--- src/rtl/gcd_pkg.sv ---
// Package: opcodes, latencies, operand and result carriers for the guarded datapath
package gcd_pkg;
    localparam logic [7:0] GCD_OP_CMP_REG   = 8'h25;  // Register equality compare, code 37
    localparam logic [7:0] GCD_OP_CMP_IMM   = 8'h04;  // Immediate equality compare, code 4
    localparam logic [7:0] GCD_OP_DOT_MIXED = 8'h5B;  // Mixed byte dot product, code 91
    localparam logic [7:0] GCD_OP_DOT_BYTE  = 8'h5C;  // Signed byte dot product, code 92
    localparam logic [7:0] GCD_OP_DOT_HALF  = 8'h5D;  // Halfword dot product, code 93
    localparam int         GCD_ALU_LAT      = 1;      // Compare latency in cycles
    localparam int         GCD_DSP_LAT      = 3;      // Dot product latency in cycles
    localparam int         GCD_IMM_W        = 7;      // Immediate modifier width
    localparam logic [31:0] GCD_SAT_MAX     = 32'h7FFFFFFF;  // Upper clip bound
    localparam logic [31:0] GCD_SAT_MIN     = 32'h80000000;  // Lower clip bound
    localparam logic [31:0] GCD_ZERO        = 32'h00000000;  // Reset value of data
    localparam logic [4:0]  GCD_DEST_ZERO   = 5'h00;         // Reset value of destination tag

    // Issued operation
    typedef struct packed {
        logic        valid;       // Operation present this cycle
        logic [7:0]  opcode;      // Operation code
        logic [31:0] firstSource; // First source operand
        logic [31:0] secondSource;// Second source operand
        logic [6:0]  modifier;    // Signed immediate modifier
        logic        guardUsed;   // Guard operand supplied
        logic [31:0] guard;       // Guard register value
        logic [4:0]  dest;        // Destination register index
    } gcd_issue_t;

    // Writeback request
    typedef struct packed {
        logic        write;       // Write destination this cycle
        logic [4:0]  dest;        // Destination register index
        logic [31:0] data;        // Result value
    } gcd_wb_t;
endpackage

--- src/rtl/gcd_dot_pipe.sv ---
// Three-stage dot product pipeline for halfword and byte operations
`timescale 1ns/10ps
module gcd_dot_pipe (
    input  wire logic            clk,
    input  wire logic            rst_n,
    input  wire logic            startValid,
    input  wire logic [7:0]      startOp,
    input  wire logic [31:0]     startA,
    input  wire logic [31:0]     startB,
    input  wire logic            startWrite,
    input  wire logic [4:0]      startDest,
    output gcd_pkg::gcd_wb_t     dotWb
);
    import gcd_pkg::*;

    // Pipeline state: stage one holds products, stage two the sum
    typedef struct packed {
        logic               v1;
        logic               w1;
        logic [4:0]         d1;
        logic [7:0]         op1;
        logic signed [33:0] p0;
        logic signed [33:0] p1;
        logic signed [33:0] p2;
        logic signed [33:0] p3;
        logic               v2;
        logic               w2;
        logic [4:0]         d2;
        logic [31:0]        r2;
        gcd_wb_t            out;
    } gcd_dot_state_t;

    gcd_dot_state_t state_reg;  // Registered pipeline
    gcd_dot_state_t state_next; // Next pipeline value

    // Byte lane product, first operand optionally unsigned
    function automatic logic signed [33:0] lane_mul(input logic [7:0] a, input logic [7:0] b, input logic uns);
        logic signed [8:0] ax;
        logic signed [8:0] bx;
        ax = uns ? $signed({1'b0, a}) : $signed({a[7], a});
        bx = $signed({b[7], b});
        lane_mul = 34'(ax * bx);
    endfunction

    // Stage logic
    always_comb begin
        logic signed [34:0] sum;
        logic               uns;
        sum = '0;
        uns = 1'b0;
        state_next = state_reg;
        // Stage one: exact products
        state_next.v1  = startValid;
        state_next.w1  = startWrite;
        state_next.d1  = startDest;
        state_next.op1 = startOp;
        if (startOp == GCD_OP_DOT_HALF) begin
            // Sign-extended halfword products, full precision
            state_next.p0 = 34'($signed(startA[31:16]) * $signed(startB[31:16]));
            state_next.p1 = 34'($signed(startA[15:0]) * $signed(startB[15:0]));
            state_next.p2 = '0;
            state_next.p3 = '0;
        end else begin
            // Byte lanes, mixed form zero-extends first source
            uns = (startOp == GCD_OP_DOT_MIXED);
            state_next.p0 = lane_mul(startA[31:24], startB[31:24], uns);
            state_next.p1 = lane_mul(startA[23:16], startB[23:16], uns);
            state_next.p2 = lane_mul(startA[15:8], startB[15:8], uns);
            state_next.p3 = lane_mul(startA[7:0], startB[7:0], uns);
        end
        // Stage two: wide sum then clip or pass
        sum = 35'(state_reg.p0) + 35'(state_reg.p1) + 35'(state_reg.p2) + 35'(state_reg.p3);
        state_next.v2 = state_reg.v1;
        state_next.w2 = state_reg.w1;
        state_next.d2 = state_reg.d1;
        if (state_reg.op1 == GCD_OP_DOT_HALF && sum > 35'(signed'(GCD_SAT_MAX))) begin
            state_next.r2 = GCD_SAT_MAX;  // Clip high
        end else if (state_reg.op1 == GCD_OP_DOT_HALF && sum < -35'sh080000000) begin
            state_next.r2 = GCD_SAT_MIN;  // Clip low
        end else begin
            state_next.r2 = sum[31:0];    // Byte sums always fit exactly
        end
        // Stage three: writeback only when guarded true
        state_next.out.write = state_reg.v2 & state_reg.w2;
        state_next.out.dest  = state_reg.d2;
        state_next.out.data  = state_reg.r2;
    end

    // Pipeline registers
    always_ff @(posedge clk or negedge rst_n) begin
        if (!rst_n) begin
            state_reg <= '0;
        end else begin
            state_reg <= state_next;
        end
    end

    assign dotWb = state_reg.out;
endmodule

--- src/rtl/gcd_datapath.sv ---
// Guarded compare and dot product execution datapath
`timescale 1ns/10ps
module gcd_datapath (
    input  wire logic            clk,
    input  wire logic            rst_n,
    input  gcd_pkg::gcd_issue_t  issue,
    output gcd_pkg::gcd_wb_t     aluWb,
    output gcd_pkg::gcd_wb_t     dspWb
);
    import gcd_pkg::*;

    // Compare lane state
    typedef struct packed {
        gcd_wb_t out;
    } gcd_alu_state_t;

    gcd_alu_state_t state_reg;   // Registered compare result
    gcd_alu_state_t state_next;  // Next compare result
    logic           guardTrue;   // Effective guard
    logic           isDot;       // Dot product opcode
    gcd_wb_t        dotWb;       // Pipeline output

    // Effective guard: absent guard counts as true
    always_comb begin
        guardTrue = issue.guardUsed ? issue.guard[0] : 1'b1;
        isDot = issue.opcode == GCD_OP_DOT_HALF || issue.opcode == GCD_OP_DOT_BYTE ||
                issue.opcode == GCD_OP_DOT_MIXED;
    end

    // Compare lane, one-cycle result
    always_comb begin
        state_next = state_reg;
        state_next.out.write = 1'b0;
        state_next.out.dest  = issue.dest;
        state_next.out.data  = GCD_ZERO;
        if (issue.valid && issue.opcode == GCD_OP_CMP_REG) begin
            // Signed equality of both sources
            state_next.out.write = guardTrue;
            state_next.out.data  = {31'h0, ($signed(issue.firstSource) == $signed(issue.secondSource))};
        end else if (issue.valid && issue.opcode == GCD_OP_CMP_IMM) begin
            // Sign-extended modifier against source
            state_next.out.write = guardTrue;
            state_next.out.data  = {31'h0, ($signed(issue.firstSource) == 32'($signed(issue.modifier)))};
        end
    end

    // Compare result register
    always_ff @(posedge clk or negedge rst_n) begin
        if (!rst_n) begin
            state_reg <= '0;
        end else begin
            state_reg <= state_next;
        end
    end

    // Dot product pipeline
    gcd_dot_pipe i_gcd_dot_pipe (
        .clk        (clk),
        .rst_n      (rst_n),
        .startValid (issue.valid & isDot),
        .startOp    (issue.opcode),
        .startA     (issue.firstSource),
        .startB     (issue.secondSource),
        .startWrite (guardTrue),
        .startDest  (issue.dest),
        .dotWb      (dotWb)
    );

    assign aluWb = state_reg.out;
    assign dspWb = dotWb;

    // Helper: signed reference sums for checking
    logic signed [34:0] refHalf;
    logic signed [34:0] refByte;
    always_comb begin
        refHalf = 35'($signed(issue.firstSource[31:16]) * $signed(issue.secondSource[31:16])) +
                  35'($signed(issue.firstSource[15:0]) * $signed(issue.secondSource[15:0]));
        refByte = 35'($signed(issue.firstSource[31:24]) * $signed(issue.secondSource[31:24])) +
                  35'($signed(issue.firstSource[23:16]) * $signed(issue.secondSource[23:16])) +
                  35'($signed(issue.firstSource[15:8]) * $signed(issue.secondSource[15:8])) +
                  35'($signed(issue.firstSource[7:0]) * $signed(issue.secondSource[7:0]));
    end

    cmp_reg_a: assert property (@(posedge clk) disable iff (!rst_n)
        issue.valid && issue.opcode == GCD_OP_CMP_REG && !issue.guardUsed |=>
        aluWb.write && aluWb.data == {31'h0, $past(issue.firstSource == issue.secondSource)})
        else $error("register compare result wrong");
    cmp_imm_a: assert property (@(posedge clk) disable iff (!rst_n)
        issue.valid && issue.opcode == GCD_OP_CMP_IMM && !issue.guardUsed |=>
        aluWb.data[0] == $past(issue.firstSource == 32'($signed(issue.modifier))))
        else $error("immediate compare result wrong");
    guard_off_a: assert property (@(posedge clk) disable iff (!rst_n)
        issue.valid && issue.guardUsed && !issue.guard[0] |=> !aluWb.write ##2 !dspWb.write)
        else $error("write despite false guard");
    no_guard_a: assert property (@(posedge clk) disable iff (!rst_n)
        issue.valid && isDot && !issue.guardUsed |-> ##3 dspWb.write)
        else $error("unguarded dot product not written");
    dot_lat_a: assert property (@(posedge clk) disable iff (!rst_n)
        dspWb.write |-> $past(issue.valid && isDot, 3))
        else $error("dot product write without issue three cycles back");
    half_sat_a: assert property (@(posedge clk) disable iff (!rst_n)
        issue.valid && issue.opcode == GCD_OP_DOT_HALF && refHalf > 35'sh07FFFFFFF |-> ##3
        dspWb.data == GCD_SAT_MAX)
        else $error("halfword sum not clipped");
    half_exact_a: assert property (@(posedge clk) disable iff (!rst_n)
        issue.valid && issue.opcode == GCD_OP_DOT_HALF && refHalf <= 35'sh07FFFFFFF |-> ##3
        dspWb.data == $past(refHalf[31:0], 3))
        else $error("halfword sum wrong");
    byte_exact_a: assert property (@(posedge clk) disable iff (!rst_n)
        issue.valid && issue.opcode == GCD_OP_DOT_BYTE |-> ##3 dspWb.data == $past(refByte[31:0], 3))
        else $error("signed byte sum wrong");
    mixed_sign_a: assert property (@(posedge clk) disable iff (!rst_n)
        issue.valid && issue.opcode == GCD_OP_DOT_MIXED && issue.secondSource == 32'hFFFFFFFF |-> ##3
        $signed(dspWb.data) == -$signed(32'($past(issue.firstSource[31:24], 3)) + 32'($past(issue.firstSource[23:16], 3))
        + 32'($past(issue.firstSource[15:8], 3)) + 32'($past(issue.firstSource[7:0], 3))))
        else $error("mixed byte sum wrong");
    byte_nosat_a: assert property (@(posedge clk) disable iff (!rst_n)
        issue.valid && issue.opcode == GCD_OP_DOT_BYTE && issue.firstSource == 32'h80808080 &&
        issue.secondSource == 32'h80808080 |-> ##3 dspWb.data == 32'h00010000)
        else $error("byte sum saturated");

    cmp_seen_c: cover property (@(posedge clk) disable iff (!rst_n) aluWb.write && aluWb.data[0]);
    half_clip_c: cover property (@(posedge clk) disable iff (!rst_n)
        issue.valid && issue.opcode == GCD_OP_DOT_HALF && refHalf > 35'sh07FFFFFFF);
    mixed_c: cover property (@(posedge clk) disable iff (!rst_n)
        issue.valid && issue.opcode == GCD_OP_DOT_MIXED ##3 dspWb.write);
    guard_off_c: cover property (@(posedge clk) disable iff (!rst_n)
        issue.valid && issue.guardUsed && !issue.guard[0]);
endmodule

--- config.mk ---
export PLATFORM = sky130hd
export DESIGN_NAME = gcd_datapath
export DESIGN_NICKNAME = d
export VERILOG_FILES = /design/src/rtl/gcd_pkg.sv /design/src/rtl/gcd_dot_pipe.sv /design/src/rtl/gcd_datapath.sv
export SDC_FILE = /design/constraint.sdc
export NUM_CORES = 2
export LEC_CHECK = 0
export ABC_AREA = 1
export BUFFER_PORTS_ARGS = -buffer_cell sky130_fd_sc_hd__buf_2
export CORE_UTILIZATION = 48
export DETAILED_ROUTE_END_ITERATION = 8
export GPL_ROUTABILITY_DRIVEN = 0
export GPL_TIMING_DRIVEN = 0
export PLACE_DENSITY = 0.74
export SLEW_MARGIN = 30
export SYNTH_ARGS = -nofsm -noshare
export SYNTH_HDL_FRONTEND = slang
export SYNTH_HIERARCHICAL = 1
export SYNTH_SLANG_ARGS = --single-unit
--- constraint.sdc ---
create_clock -name clk -period 4.1 [get_ports clk]
set_input_delay 0.41 -clock clk [delete_from_list [all_inputs] [get_ports clk]]
set_output_delay 0.41 -clock clk [all_outputs]
set_load 0.02 [all_outputs]
==> out/summary.txt <==
OUTCOME
---------------------------------------------------------------------------------
Status                                                               finished with violations
Violated checks                                                      setup timing

STA
---------------------------------------------------------------------------------
Timing-limited maximum frequency                                          182 MHz
Minimum period implied by the final worst setup slack                     5500 ps
Slew at the pin closest to its max-slew limit                             1150 ps
Worst slew margin relative to its limit                                     0.231
Final Hold Vio Count                                                            0
Worst clock skew                                                          23.4 ps
Final count of pins violating max slew                                          0
Final worst setup slack                                                  -1400 ps
Setup tns final                                                         -57500 ps
Final setup violation count                                                    64
RSZ-0062 raised after global routing                                          yes
Final cycle utilization of the critical path                                 1.34

DIE
---------------------------------------------------------------------------------
Die span in x                                                              296 µm
Die span in y                                                              296 µm
Initial Util                                                                0.486
Floorplan die area                                                      87700 µm²
Placement Rows                                                                107
Area of the placeable core                                              85400 µm²
Count of boundary I/O pins                                                    196

LAYOUT
---------------------------------------------------------------------------------
Relative area change from synthesis to final layout                         28.5%
Nets@finish                                                                  6857
Fraction of final layout cells with drive strength greater than 1           0.278
Largest register FFs                                                          108

SYNTH
---------------------------------------------------------------------------------
Cells after synthesis                                                        5159
Post-synthesis async set-or-reset flop share                                 1.00
Cell variety after synth                                                       53
Cell area after synthesis                                               41500 µm²
Number of enable-type register cells in the synthesized netlist                 0
Share of synthesized area occupied by flip-flops and latches                0.119
Mapped Avg Cell Area                                                     8.05 µm²
Leading register cell type out of synthesis                          sky130_fd_sc_hd__dfrtp_1
Share of the synthesized area in the top cell type                          0.388
Largest area contributor in the synthesized netlist                  sky130_fd_sc_hd__fa_1
Largest cells by area after synthesis                                sky130_fd_sc_hd__fa_1 39%, sky130_fd_sc_hd__inv_1 14%, sky130_fd_sc_hd__dfrtp_1 12%
Synth warn                                                                      6
FF+latch count, synth                                                         197

CLOCK TREE
---------------------------------------------------------------------------------
Clock Latency Late Sink                                                    450 ps
Max Root-Sink Buffers                                                           2
Total number of clock tree sinks                                              197
Clock slew seen by the registers of the worst setup and hold paths          80 ps
H-Tree Depth                                                                    4
Total CTS buffers                                                              17
Clock tree from TritonCTS                                                    done
Root Buffer Master                                                   sky130_fd_sc_hd__clkbuf_16

GLOBAL ROUTE
---------------------------------------------------------------------------------
Vias in the first global route                                              37800
Global-route wire length before repair                                     203 mm
Total gr overflow                                                               0
Overall track demand over capacity in global routing                        0.304
Largest net degree at the start of global routing                              87
Antenna violations before repair                                                4

ROUTE
---------------------------------------------------------------------------------
Routed length per instance                                                20.5 µm
Routed wire length on met3                                                13.0 mm
M1 WL                                                                     47.9 mm
Routed wire length                                                         139 mm
Top routing layer in use                                                     met5
DR vias                                                                     36100
Antenna-violating nets left                                                     0
Number of iterations in the first detailed-routing pass                         8
Length of routed met2 wiring                                              66.2 mm
Routed via count divided by cell count                                       5.34
Iteration-0 DRC Markers                                                      3256
DRC violation count after routing                                               0

CRITICAL PATH
---------------------------------------------------------------------------------
Type of the worst setup path                                            in -> reg
Data required time of the worst path                                      4420 ps
Crit end category                                                        register
Crit path max fanout                                                            5
Type of element launching the critical path                          primary input
Arrival time worst endpoint                                               5820 ps

PLACED DESIGN
---------------------------------------------------------------------------------
Half-perimeter wire length after placement                                 102 mm
Count of input and output buffers                                             133

MIN PATH
---------------------------------------------------------------------------------
Worst hold path class                                                   in -> reg

JOB
---------------------------------------------------------------------------------
Max capacitance violation total                                                 0

-- logic make-up (layout without fill, tap and decap cells) --
kind of cell               count (synthesis)  after routing  share of synthesized area
other                                      1             32                  0.0000903
and+or+nand+nor                         1536           1536                      0.151
xor gates and xnor gates                 125            125                     0.0264
AOI/OAI and AO/OA                        382            382                     0.0491
muxes                                      1              1                   0.000241
DFF                                      197            197                      0.119
adders and majority gates               1125           1125                      0.485
buffers and inverters                   1792           2227                      0.170
-- per-stage QoR --
stage / std cells / hold slack [ps] / util / area (µm²) / setup WS (ps)
floorplan: 5189 / 114 / - / 43900 / -1120
global route: 6768 / 64.3 / 0.625 / 53400 / -1620
global placement: 6466 / 332 / 0.538 / 46000 / -2440
detailed placement: 6468 / 278 / 0.539 / 46000 / -2510
CTS: 6665 / 68.5 / 0.597 / 51000 / -1150
finish: 6769 / 84.0 / 0.625 / 53400 / -1400
-- repair_timing --
| item | CTS | global route |
|---|---|---|
| setup buffers | 191 | 123 |
| gates resized for setup | 705 | 539 |
| hold buffers | 1 | 0 |
| pin swaps | 345 | 355 |
| endpoints found under the hold margin | 30 | 0 |
| setup endpoints to repair | 102 | 101 |
| cloned | 11 | 0 |
-- Yosys cell counts (29+ instances only) --
| cell type | number |
|---|---|
| sky130_fd_sc_hd__a21oi_1 | 196 |
| sky130_fd_sc_hd__xor2_1 | 47 |
| sky130_fd_sc_hd__fa_1 | 805 |
| sky130_fd_sc_hd__clkbuf_1 | 136 |
| sky130_fd_sc_hd__nand2_2 | 29 |
| sky130_fd_sc_hd__ha_1 | 320 |
| sky130_fd_sc_hd__o21ai_0 | 134 |
| sky130_fd_sc_hd__dfrtp_1 | 197 |
| sky130_fd_sc_hd__buf_4 | 70 |
| sky130_fd_sc_hd__nor3_1 | 33 |
| sky130_fd_sc_hd__nor2_1 | 213 |
| sky130_fd_sc_hd__nand3_1 | 106 |
| sky130_fd_sc_hd__xnor2_1 | 78 |
| sky130_fd_sc_hd__nand2_1 | 1086 |
| sky130_fd_sc_hd__inv_1 | 1572 |
-- cells in the final DEF (no fill, tap or decap), drive strengths merged, types with 2 or more instances in the layout --
cell,n
a21boi,3
a21o,10
a21oi,197
a31oi,6
and3,6
buf,539
bufinv,2
clkbuf,98
clkinv,5
clkinvlp,3
conb,31
dfrtp,197
fa,805
ha,320
inv,1579
nand2,1116
nand3,113
nand3b,3
nand4,26
nor2,224
nor3,36
nor4,4
o2111ai,2
o211ai,6
o21a,4
o21ai,136
o21bai,12
o31ai,3
or2,6
xnor2,78
xor2,47
-- worst paths after layout --
kind | cells after the start | from | end | slack [ps]
max reg2reg | 19 | i_gcd_dot_pipe/state_reg[143] | i_gcd_dot_pipe/state_next[13] | 340
min in group asynchronous | 2 | rst_n | aluWb[33] | 410
max in group asynchronous | 4 | rst_n | i_gcd_dot_pipe/state_reg[169] | 2600
max | 24 | issue[52] | i_gcd_dot_pipe/state_reg[174] | -1400
min reg2reg | 0 | i_gcd_dot_pipe/state_next[20] | i_gcd_dot_pipe/dotWb[20] | 340
min | 1 | issue[114] | i_gcd_dot_pipe/state_reg[218] | 80
-- area by class of cell --
class | instances | area [µm²]
Tap cell | 1144 | 1430
Fill cell | 6527 | 32100
Antenna cell | 1 | 2.50
Clock buffer | 18 | 429
Buffer | 163 | 2180
Multi-Input combinational cell | 3200 | 33900
Timing Repair Buffer | 457 | 4340
Clock inverter | 13 | 185
Sequential cell | 197 | 4930
Inverter | 1576 | 5990
-- critical path, stage by stage --
cell,delay (ps)
sky130_fd_sc_hd__buf_12,80
sky130_fd_sc_hd__clkbuf_16,140
sky130_fd_sc_hd__clkbuf_16,160
sky130_fd_sc_hd__nand2_4,50
sky130_fd_sc_hd__fa_1,530
sky130_fd_sc_hd__inv_1,60
sky130_fd_sc_hd__fa_1,480
sky130_fd_sc_hd__inv_1,50
sky130_fd_sc_hd__fa_1,500
sky130_fd_sc_hd__inv_2,50
sky130_fd_sc_hd__fa_1,520
sky130_fd_sc_hd__fa_1,530
sky130_fd_sc_hd__inv_1,60
sky130_fd_sc_hd__fa_2,570
sky130_fd_sc_hd__inv_2,50
sky130_fd_sc_hd__ha_4,340
sky130_fd_sc_hd__nand4_1,240
sky130_fd_sc_hd__nor2_4,210
sky130_fd_sc_hd__buf_4,130
sky130_fd_sc_hd__nand3_1,150
sky130_fd_sc_hd__nand3_1,180
sky130_fd_sc_hd__nand2_1,110
sky130_fd_sc_hd__nand3_2,90
sky130_fd_sc_hd__nand2_1,110
-- layer usage --
metal,up-vias,global-route usage
met3,750,0.0687
met5,-,0
met1,17700,0.352
met2,2062,0.518
met4,6,0.175
li1,15600,-
Power is not shown: default switching activity piles up to over one toggle a cycle in this logic, so the estimate is an artifact.
